`src/verilog/ocd_pkg.sv`:
```
// constants for the overlay chroma descriptor dma channel
package ocd_pkg;
   // register byte addresses
   localparam logic [31:0] UUV_CTRL_ADDR = 32'hF80382B4;
   localparam logic [31:0] UUV_NEXT_ADDR = 32'hF80382B8;
   localparam logic [31:0] V_HEAD_ADDR = 32'hF80382BC;
   localparam logic [31:0] V_START_ADDR = 32'hF80382C0;
   localparam logic [31:0] V_CTRL_ADDR = 32'hF80382C4;
   localparam logic [31:0] V_NEXT_ADDR = 32'hF80382C8;
   localparam logic [31:0] BUS_CFG_ADDR = 32'hF80382CC;
   localparam logic [31:0] V_STATUS_ADDR = 32'hF80383F0;
   localparam logic [31:0] RESET_WORD = 32'h00000000;
   // channel control bit positions
   localparam int CTRL_FETCH = 0;
   localparam int CTRL_XFER_IRQ = 2;
   localparam int CTRL_LOAD_IRQ = 3;
   localparam int CTRL_ADD_IRQ = 4;
   localparam int CTRL_END_IRQ = 5;
   localparam logic [31:0] UUV_CTRL_MASK = 32'h00000021;
   localparam logic [31:0] V_CTRL_MASK = 32'h0000003D;
   // bus configuration field positions
   localparam int CFG_YBL_LO = 4;
   localparam int CFG_CBL_LO = 6;
   localparam int CFG_FIXED = 8;
   localparam int CFG_ROT_OFF = 12;
   localparam int CFG_LOCK_OFF = 13;
   localparam logic [31:0] CFG_MASK = 32'h000031F0;
   // status bit positions
   localparam int STAT_FETCH = 0;
   localparam int STAT_RUN = 1;
   localparam int STAT_PEND = 2;
   // burst length settings
   localparam logic [1:0] BL_SINGLE = 2'h0;
   localparam logic [1:0] BL_FOUR = 2'h1;
   localparam logic [1:0] BL_EIGHT = 2'h2;
   localparam logic [1:0] BL_SIXTEEN = 2'h3;
   // bus burst encodings
   localparam logic [2:0] HB_SINGLE = 3'h0;
   localparam logic [2:0] HB_INCR = 3'h1;
   localparam logic [2:0] HB_INCR4 = 3'h3;
   localparam logic [2:0] HB_INCR8 = 3'h5;
   localparam logic [2:0] HB_INCR16 = 3'h7;
   // word counts
   localparam logic [5:0] W1 = 6'h01;
   localparam logic [5:0] W2 = 6'h02;
   localparam logic [5:0] W4 = 6'h04;
   localparam logic [5:0] W8 = 6'h08;
   localparam logic [5:0] W16 = 6'h10;
   typedef enum {V_IDLE, V_FETCH, V_RUN} ocd_vstate_t;
endpackage

```
`src/verilog/ocd_chroma_dma.sv`:
```
// register file, descriptor sequencer and burst planner of the overlay chroma dma
//
// What this block does
// - uuv end-of-list event reaches its irq output only when enable bit is 1.
// - writing the v head pointer queues a new descriptor for fetching.
// - v start address register holds the v plane fetch address.
// - v next register holds the address of the following v descriptor.
// - v control bit 0 set allows descriptor fetches, clear stops them.
// - v control bit 2 at 0 enables transfer-done irq, 1 disables.
// - v control bit 3 at 0 enables descriptor-loaded irq, 1 disables.
// - v control bit 4 at 0 enables head-queued irq, 1 disables.
// - v control bit 5 at 1 enables v end-of-list irq.
// - y setting 0 starts at one free word, any burst type allowed.
// - y settings 1,2,3 wait for 4,8,16 free words, prefer matching burst.
// - setting caps burst size: four allows INCR4, eight INCR8, INCR16 else.
// - bursts of 2 or 3 beats use undefined-length INCR.
// - chroma burst setting uses the same four encodings.
// - fixed-length bit 1 forbids INCR; only SINGLE and fixed bursts.
// - config bit 12 at 1 turns rotation fetch optimisation off.
// - config bit 13 at 0 locks the bus during rotation while a y or chroma burst is requested, 1 never.
// - uuv control bit 0 set enables uuv descriptor fetching.
`timescale 1ns/100ps
module ocd_chroma_dma
(
   // clock and reset
   input wire logic core_clk,
   input wire logic nrst,
   // register port
   input wire logic [31:0] reg_addr,
   input wire logic [31:0] reg_wdata,
   input wire logic reg_wr,
   input wire logic reg_rd,
   output logic [31:0] reg_rdata,
   // uuv channel
   input wire logic uuv_list_end,
   output logic uuv_desc_fetch_en,
   output logic [31:0] uuv_next_desc_addr,
   output logic uuv_list_end_irq,
   // v descriptor sequencer
   output logic v_desc_req,
   output logic [31:0] v_desc_addr,
   input wire logic v_desc_ack,
   input wire logic [31:0] v_desc_start_in,
   input wire logic [31:0] v_desc_next_in,
   input wire logic v_xfer_done,
   output logic [31:0] v_fetch_addr,
   output logic v_xfer_done_irq,
   output logic v_desc_loaded_irq,
   output logic v_queue_add_irq,
   output logic v_list_end_irq,
   // y burst planner
   input wire logic [5:0] y_fifo_room,
   input wire logic [15:0] y_beats_left,
   output logic y_req,
   output logic [2:0] y_hburst,
   output logic [4:0] y_beats,
   // chroma burst planner
   input wire logic [5:0] c_fifo_room,
   input wire logic [15:0] c_beats_left,
   output logic c_req,
   output logic [2:0] c_hburst,
   output logic [4:0] c_beats,
   // rotation
   input wire logic rotate_active,
   output logic rotation_opt_en,
   output logic bus_lock
);

   // ------------------------------------------------------------
   // state
   // ------------------------------------------------------------
   typedef struct packed
   {
      logic [31:0] uuv_ctrl;
      logic [31:0] uuv_next;
      logic [31:0] v_head;
      logic [31:0] v_start;
      logic [31:0] v_ctrl;
      logic [31:0] v_next;
      logic [31:0] cfg;
      logic [31:0] rdata;
      ocd_pkg::ocd_vstate_t vst;
      logic pend;
      logic [31:0] desc_addr;
      logic uuv_end_irq;
      logic xfer_irq;
      logic load_irq;
      logic add_irq;
      logic end_irq;
      logic [8:0] y_plan;
      logic [8:0] c_plan;
      logic lock;
   } ocd_state_t;

   ocd_state_t st_q;
   ocd_state_t st_d;

   // ------------------------------------------------------------
   // burst planner: {go, hburst, beats}
   // ------------------------------------------------------------
   function automatic logic [8:0] plan_f(input logic [1:0] bl, input logic fixed,
                                         input logic [5:0] room, input logic [15:0] left);
      logic [5:0] thr;
      logic [5:0] cap;
      logic [5:0] n;
      logic go;
      logic [2:0] hb;
      logic [4:0] bt;
      case (bl)
         ocd_pkg::BL_FOUR:
         begin
            thr = ocd_pkg::W4;
            cap = ocd_pkg::W4;
         end
         ocd_pkg::BL_EIGHT:
         begin
            thr = ocd_pkg::W8;
            cap = ocd_pkg::W8;
         end
         ocd_pkg::BL_SIXTEEN:
         begin
            thr = ocd_pkg::W16;
            cap = ocd_pkg::W16;
         end
         default:
         begin
            thr = ocd_pkg::W1;
            cap = ocd_pkg::W16;
         end
      endcase
      n = room;
      if (left < {10'h000, room})
      begin
         n = left[5:0];
      end
      if (n > cap)
      begin
         n = cap;
      end
      go = (room >= thr) && (left != 16'h0000);
      if (n >= ocd_pkg::W16)
      begin
         hb = ocd_pkg::HB_INCR16;
         bt = ocd_pkg::W16[4:0];
      end
      else if (n >= ocd_pkg::W8)
      begin
         hb = ocd_pkg::HB_INCR8;
         bt = ocd_pkg::W8[4:0];
      end
      else if (n >= ocd_pkg::W4)
      begin
         hb = ocd_pkg::HB_INCR4;
         bt = ocd_pkg::W4[4:0];
      end
      else if (n >= ocd_pkg::W2 && !fixed)
      begin
         hb = ocd_pkg::HB_INCR;
         bt = n[4:0];
      end
      else
      begin
         hb = ocd_pkg::HB_SINGLE;
         bt = ocd_pkg::W1[4:0];
      end
      return {go, hb, bt};
   endfunction

   // ------------------------------------------------------------
   // next state
   // ------------------------------------------------------------
   logic wr_uuv_ctrl;
   logic wr_v_head;
   logic [31:0] rd_mux;

   always_comb
   begin
      st_d = st_q;
      wr_uuv_ctrl = reg_wr && reg_addr == ocd_pkg::UUV_CTRL_ADDR;
      wr_v_head = reg_wr && reg_addr == ocd_pkg::V_HEAD_ADDR;
      // register writes, reserved bits masked
      if (wr_uuv_ctrl)
      begin
         st_d.uuv_ctrl = reg_wdata & ocd_pkg::UUV_CTRL_MASK;
      end
      if (reg_wr && reg_addr == ocd_pkg::UUV_NEXT_ADDR)
      begin
         st_d.uuv_next = reg_wdata;
      end
      if (wr_v_head)
      begin
         st_d.v_head = reg_wdata;
      end
      if (reg_wr && reg_addr == ocd_pkg::V_START_ADDR)
      begin
         st_d.v_start = reg_wdata;
      end
      if (reg_wr && reg_addr == ocd_pkg::V_CTRL_ADDR)
      begin
         st_d.v_ctrl = reg_wdata & ocd_pkg::V_CTRL_MASK;
      end
      if (reg_wr && reg_addr == ocd_pkg::V_NEXT_ADDR)
      begin
         st_d.v_next = reg_wdata;
      end
      if (reg_wr && reg_addr == ocd_pkg::BUS_CFG_ADDR)
      begin
         st_d.cfg = reg_wdata & ocd_pkg::CFG_MASK;
      end
      // event pulses
      st_d.uuv_end_irq = uuv_list_end && st_q.uuv_ctrl[ocd_pkg::CTRL_END_IRQ];
      st_d.add_irq = wr_v_head && !st_q.v_ctrl[ocd_pkg::CTRL_ADD_IRQ];
      st_d.load_irq = 1'b0;
      st_d.xfer_irq = 1'b0;
      st_d.end_irq = 1'b0;
      // v descriptor sequencer
      case (st_q.vst)
         ocd_pkg::V_IDLE:
         begin
            if (st_q.pend && st_q.v_ctrl[ocd_pkg::CTRL_FETCH])
            begin
               st_d.vst = ocd_pkg::V_FETCH;
               st_d.desc_addr = st_q.v_head;
               st_d.pend = 1'b0;
            end
         end
         ocd_pkg::V_FETCH:
         begin
            if (v_desc_ack)
            begin
               st_d.v_start = v_desc_start_in;
               st_d.v_next = v_desc_next_in;
               st_d.load_irq = !st_q.v_ctrl[ocd_pkg::CTRL_LOAD_IRQ];
               st_d.vst = ocd_pkg::V_RUN;
            end
         end
         ocd_pkg::V_RUN:
         begin
            if (v_xfer_done)
            begin
               st_d.xfer_irq = !st_q.v_ctrl[ocd_pkg::CTRL_XFER_IRQ];
               if (st_q.v_ctrl[ocd_pkg::CTRL_FETCH] && st_q.v_next[31:2] != 30'h0)
               begin
                  st_d.vst = ocd_pkg::V_FETCH;
                  st_d.desc_addr = st_q.v_next;
               end
               else
               begin
                  st_d.vst = ocd_pkg::V_IDLE;
                  st_d.end_irq = st_q.v_ctrl[ocd_pkg::CTRL_END_IRQ];
               end
            end
         end
         default:
         begin
            st_d.vst = ocd_pkg::V_IDLE;
         end
      endcase
      // a head write in the cycle the pending flag is consumed wins
      if (wr_v_head)
      begin
         st_d.pend = 1'b1;
      end
      // burst planners
      st_d.y_plan = plan_f(st_q.cfg[ocd_pkg::CFG_YBL_LO +: 2], st_q.cfg[ocd_pkg::CFG_FIXED],
                           y_fifo_room, y_beats_left);
      st_d.c_plan = plan_f(st_q.cfg[ocd_pkg::CFG_CBL_LO +: 2], st_q.cfg[ocd_pkg::CFG_FIXED],
                           c_fifo_room, c_beats_left);
      st_d.lock = rotate_active && !st_q.cfg[ocd_pkg::CFG_LOCK_OFF]
                  && (st_d.y_plan[8] || st_d.c_plan[8]);
      // read port, data valid only in the cycle after the strobe
      case (reg_addr)
         ocd_pkg::UUV_CTRL_ADDR: rd_mux = st_q.uuv_ctrl;
         ocd_pkg::UUV_NEXT_ADDR: rd_mux = st_q.uuv_next;
         ocd_pkg::V_HEAD_ADDR: rd_mux = st_q.v_head;
         ocd_pkg::V_START_ADDR: rd_mux = st_q.v_start;
         ocd_pkg::V_CTRL_ADDR: rd_mux = st_q.v_ctrl;
         ocd_pkg::V_NEXT_ADDR: rd_mux = st_q.v_next;
         ocd_pkg::BUS_CFG_ADDR: rd_mux = st_q.cfg;
         ocd_pkg::V_STATUS_ADDR:
         begin
            rd_mux = ocd_pkg::RESET_WORD;
            rd_mux[ocd_pkg::STAT_FETCH] = st_q.vst == ocd_pkg::V_FETCH;
            rd_mux[ocd_pkg::STAT_RUN] = st_q.vst == ocd_pkg::V_RUN;
            rd_mux[ocd_pkg::STAT_PEND] = st_q.pend;
         end
         default: rd_mux = ocd_pkg::RESET_WORD;
      endcase
      st_d.rdata = reg_rd ? rd_mux : ocd_pkg::RESET_WORD;
   end

   // ------------------------------------------------------------
   // registers
   // ------------------------------------------------------------
   always_ff @(posedge core_clk or negedge nrst)
   begin
      if (!nrst)
      begin
         st_q <= '0;
         st_q.vst <= ocd_pkg::V_IDLE;
      end
      else
      begin
         st_q <= st_d;
      end
   end

   // ------------------------------------------------------------
   // outputs
   // ------------------------------------------------------------
   assign reg_rdata = st_q.rdata;
   assign uuv_desc_fetch_en = st_q.uuv_ctrl[ocd_pkg::CTRL_FETCH];
   assign uuv_next_desc_addr = st_q.uuv_next;
   assign uuv_list_end_irq = st_q.uuv_end_irq;
   assign v_desc_req = st_q.vst == ocd_pkg::V_FETCH;
   assign v_desc_addr = st_q.desc_addr;
   assign v_fetch_addr = st_q.v_start;
   assign v_xfer_done_irq = st_q.xfer_irq;
   assign v_desc_loaded_irq = st_q.load_irq;
   assign v_queue_add_irq = st_q.add_irq;
   assign v_list_end_irq = st_q.end_irq;
   assign y_req = st_q.y_plan[8];
   assign y_hburst = st_q.y_plan[7:5];
   assign y_beats = st_q.y_plan[4:0];
   assign c_req = st_q.c_plan[8];
   assign c_hburst = st_q.c_plan[7:5];
   assign c_beats = st_q.c_plan[4:0];
   assign rotation_opt_en = !st_q.cfg[ocd_pkg::CFG_ROT_OFF];
   assign bus_lock = st_q.lock;
endmodule

```
`config.mk`:
```
export PLATFORM = sky130hd
export DESIGN_NAME = ocd_chroma_dma
export DESIGN_NICKNAME = d
export VERILOG_FILES = /design/src/verilog/ocd_pkg.sv /design/src/verilog/ocd_chroma_dma.sv
export SDC_FILE = /design/constraint.sdc
export NUM_CORES = 1
export LEC_CHECK = 0
export ABC_CLOCK_PERIOD_IN_PS = 2500
export BUFFER_PORTS_ARGS = -buffer_cell sky130_fd_sc_hd__buf_2
export CELL_PAD_IN_SITES_DETAIL_PLACEMENT = 0
export CELL_PAD_IN_SITES_GLOBAL_PLACEMENT = 1
export CORE_ASPECT_RATIO = 1.75
export CORE_MARGIN = 5
export CORE_UTILIZATION = 37
export CTS_CLUSTER_SIZE = 24
export DETAILED_ROUTE_END_ITERATION = 10
export PLACE_DENSITY_LB_ADDON = 0.08
export SLEW_MARGIN = 0
export SYNTH_ARGS = -nofsm -noshare
export SYNTH_HDL_FRONTEND = slang
export SYNTH_SLANG_ARGS = --single-unit
export TNS_END_PERCENT = 50
```
`constraint.sdc`:
```
create_clock -name core_clk -period 2.5 [get_ports core_clk]
set_input_delay 0.5 -clock core_clk [delete_from_list [all_inputs] [get_ports core_clk]]
set_output_delay 0.5 -clock core_clk [all_outputs]
set_load 0.01 [all_outputs]
```
-- Yosys cells after proc, flatten, opt, wreduce, memory -nomap -nowiden
Index checks and enable logic that the tools add are counted.
- register bits: 263
- bits of input ports: 180
- order comparisons: 14
- equality and inequality tests: 22
- mux-type cells: 49
- reductions and logical operators: 34
- operator list (operator ; number):
    $mux W32 ; 11
    $eq A32 B32 Y1 const B ; 8
    $pmux W32 S8 ; 1
    $pmux W32 S3 ; 1
    $mux W65 ; 1
    $eq A32 B2 Y1 const B ; 2
    $pmux W32 S2 ; 1
    $mux W5 ; 8
    $eq A32 B1 Y1 const B ; 1
    $eq A32 B3 Y1 const B ; 1
    $logic_not A32 Y1 ; 1
    $lt A16 B6 Y1 ; 2
    $reduce_bool A16 Y1 ; 2
    $pmux W5 S3 ; 2
    $reduce_bool A30 Y1 ; 1
    $mux W6 ; 4
    $pmux W5 S2 ; 2
    $logic_and A1 B1 Y1 ; 17
    $ge A6 B2 Y1 const B ; 2
    $ge A6 B3 Y1 const B ; 2
    $ge A6 B4 Y1 const B ; 2
    $ge A6 B5 Y1 const B ; 2
    $ge A6 B6 Y1 ; 2
    $gt A6 B6 Y1 ; 2
    12 further kinds ; 41

-- Longest topological paths before layout
- word-level depth: 10
- mapped depth: 14
- depth with buffers taken out: 13

-- Worst setup path before layout
No wires, ideal clock.
- path type: in2reg
- start: in c_fifo_room[2]
- end: reg st_q (netlist bit c_beats[4])
- data arrival time: 3.584 ns
- path slack: -1.208 ns
- stages on the path: 14
- cells stage by stage: inv_1 ha_1 a211oi_1 o21ai_0 a211oi_1 buf_2 nor2_1 a21oi_1 ha_1 and3_1 a32oi_1 nor2_1 mux2i_1 mux2_2
- RTL lines (element ; line ; RTL):
    from (decl) ; ocd_chroma_dma.sv:58 ; input wire logic [5:0] c_fifo_room,
    to (signal assigned) ; ocd_chroma_dma.sv:304 ; st_q <= st_d;
    to (decl) ; ocd_chroma_dma.sv:95 ; ocd_state_t st_q;

==> summary.txt <==
Global Route Usage Sum: 0.230
most frequent cell after synthesis: dfrtp_1
Post-Synth Simple-Gate Area: 0.126
GRT met3 Usage: 0.0422
DRC: 0
startpoint type of the worst setup path: primary input
fmax: 0.365 GHz
worst setup path category: in -> reg
Worst-Margin Slew: 580 ps
Power Density: 525 nW/um2
number of synthesized flops with an enable pin: 0
outcome: finished with violations
post-synth top area share: 0.445
critical path required time: 2920 ps
RSZ-0062 raised after global routing: true
Peak VDD IR: 0.447 mV
FP Rows: 91
number of max-cap violations: 0
chip width: 152 um
first-iteration detailed-routing DRC count: 438
total gr overflow: 0
Crit. End Element: flip-flop
I/O Pins: 335
Final setup viols: 15
post-synthesis sequential area ratio: 0.445
post-synthesis adder-cell area fraction: 0.0306
Final Hold Viols: 0
CP top delay family: multiplexers
vias in the first global route: 11300
syn nets: 1487
Skew-Pair Late Insertion Delay: 540 ps
Reg2Reg Setup Slack: 190 ps
met2 Use GR: 0.428
routed wire length per instance: 23.2 um
H-tree depth: 1
Root Driver: clkbuf_16
final std cells w/o fill: 2014
Synth Instances: 1275
drt pass-1 iters: 5
crit-path cells: buf_2, inv_4, ha_4, o2111a_1, a211oi_4, mux2_4, ha_4, nand3b_1, a22oi_2, nor2_2, mux2i_4, mux2_4
CTS Buf Count: 25
Max stage delay cell, worst path: mux2_4
CTS tree: built
largest area contributor in the netlist: dfrtp_1
Setup TNS: -2230 ps
global-route layer with the greatest usage: met2
largest net degree at the start of global routing: 65
mapped cell area: 13100 um2
CP arrival: 3170 ps
# nets final: 1741
Initial Util: 0.372
dpl cells: 1962
leading register cell type out of synthesis: dfrtp_1
part of the cycle the worst path needs: 1.10
Ys Warns: 0
Async SR Flop Fraction: 1.00
synth cell count leaders: 233 x dfrtp_1, 150 x buf_4, 123 x nand2_1
Antenna Violating Nets Remaining: 0
Min-Delay Path Class: in -> reg
final wirelength: 46800 um
CP max FO: 4
clk sink count: 233
Avg Cell Area, Syn: 10.3 um2
Detail Placement HPWL: 34200 um
layout cell share with drive strength beyond 1: 0.418
Clock Pin Slew Worst Setup and Hold Paths: 70 ps
total core area: 35200 um2
Clock Skew: 13.0 ps
WP buf/inv: 2
GPL Wtd Cong: 0.902
post-synthesis register bit count: 233
synthesis-to-layout area growth: 25.3%
Via density: 5.28
Power Total: 8.62 mW
first-pass GRT wire length: 70100 um
final setup margin: -243 ps
post-synthesis xor/xnor area fraction: 0
min Tclk post-route: 2740 ps
largest family of logic cells by synthesized area: multiplexers
initial antenna violation count: 3
Clock Path Buffers: 3
DIE AREA: 39400 um2
max incr delay on CP: 360 ps
post-synthesis compound-gate area fraction: 0.118
vias after detailed routing: 10600
failing checks: setup timing
Worst slew margin: 0.610
I/O Buffers: 334
M1 GR Usage: 0.256
Leak: 7.83 nW
Synth area leaders: dfrtp_1 45%, buf_4 8.6%, mux2_2 8.4%, mux2i_1 7.8%, nand2_1 3.5%
mux contribution to synthesized area: 0.163
Slew Viols, Final: 0
Die Y: 259 um
Cell variety after synth: 60
==> cells by family (layout without fill, tap and decap cells) <==
kind of cell / after synthesis / after routing
buffers and inverters: 251 / 523
DFF: 233 / 233
muxes: 201 / 201
adders and majority gates: 32 / 32
and+or+nand+nor: 338 / 338
other: 0 / 2
AOI/OAI and AO/OA: 220 / 220
==> flip-flops by register name, summed over array words and instances (netlist names) <==
register and flops:
y_req 1, c_hburst 3, v_list_end_irq 1, v_fetch_addr 32
uuv_next_desc_addr 32, v_queue_add_irq 1, reg_rdata 32, c_req 1
v_desc_addr 32, v_desc_loaded_irq 1, uuv_list_end_irq 1, y_beats 5
c_beats 5, bus_lock 1, st_q 80, v_xfer_done_irq 1
y_hburst 3, uuv_desc_fetch_en 1
==> tightest hold or removal path: cells and delay by family <==
| kind | cells | cell delay, ps |
|---|---|---|
| buffers and inverters | 1 | 70 |
| AND/OR/NAND/NOR | 1 | 40 |
| AO/OA/AOI/OAI | 1 | 60 |
==> placed cells by master (no fill, tap or decap), types with 4 or more instances in the layout <==
| cell type | n |
|---|---|
| a211oi_1 | 5 |
| a21oi_1 | 9 |
| a22oi_1 | 7 |
| a32oi_1 | 27 |
| buf_12 | 20 |
| buf_2 | 326 |
| buf_4 | 88 |
| buf_6 | 9 |
| clkbuf_1 | 4 |
| clkbuf_16 | 25 |
| clkbuf_8 | 9 |
| dfrtp_1 | 233 |
| ha_1 | 23 |
| ha_4 | 7 |
| inv_1 | 26 |
| mux2_2 | 70 |
| mux2_4 | 28 |
| mux2i_1 | 99 |
| nand2_1 | 122 |
| nand2b_1 | 5 |
| nand3_1 | 66 |
| nand3_2 | 4 |
| nand3b_1 | 4 |
| nand4_1 | 6 |
| nor2_1 | 61 |
| nor2_2 | 5 |
| nor2b_1 | 8 |
| nor3_1 | 5 |
| nor4_1 | 13 |
| o211ai_1 | 34 |
| o21ai_0 | 68 |
| o21ai_1 | 4 |
| o22a_1 | 27 |
==> stage by stage <==
stage / utilization / area (um2) / hold WS, ps / setup WS (ps)
2_1_floorplan: - / 13400 / 204 / -650
6_report: 0.467 / 16400 / 169 / -243
4_1_cts: 0.465 / 16400 / 136 / -190
3_5_place_dp: 0.437 / 15400 / 447 / -843
3_3_place_gp: 0.437 / 15400 / 439 / -819
5_1_grt: 0.467 / 16400 / 164 / -334
==> metal layers <==
layer	part of all wire	vias up
met3	0.050	92
met5	0.00028	-
met2	0.53	334
met1	0.37	5259
met4	0.043	2
li1	-	4950
==> timing repair <==
action / 4_1_cts / 5_1_grt
hold buffers: 1 / 0
endpoints found under the hold margin: 51 / 0
resized for setup: 35 / 7
pin swaps: 14 / 3
gates cloned: 0 / 0
endpoints found under the setup margin: 16 / 16
buffers inserted: 2 / 2
==> worst paths after layout <==
check | startpoint | to | cells past startpoint
setup / recovery | c_fifo_room[3] | c_hburst[1] | 12
hold / removal | v_desc_next_in[16] | st_q[169] | 3
setup reg to reg | st_q[126] | y_beats[4] | 8
hold reg to reg | st_q[187] | v_xfer_done_irq | 1
max in group asynchronous | nrst | reg_rdata[9] | 3
min in group asynchronous | nrst | uuv_list_end_irq | 2
==> power breakdown <==
group / switching, mW / leakage, nW / internal [mW]
Combinational: 0.464 / 4.44 / 0.392
Clock: 1.59 / 0.404 / 2.21
Sequential: 0.103 / 2.99 / 3.86
==> layout make-up <==
type | instances | area, um2
inverter | 32 | 146
tap | 465 | 582
sequential | 233 | 5830
fill | 3374 | 18800
clock inverter | 7 | 71.3
timing repair buffer | 446 | 2830
clock buffer | 38 | 764
antenna | 2 | 5.00
multi-input combinational | 791 | 6180
Note: power is estimated with default switching activity, not from simulation.
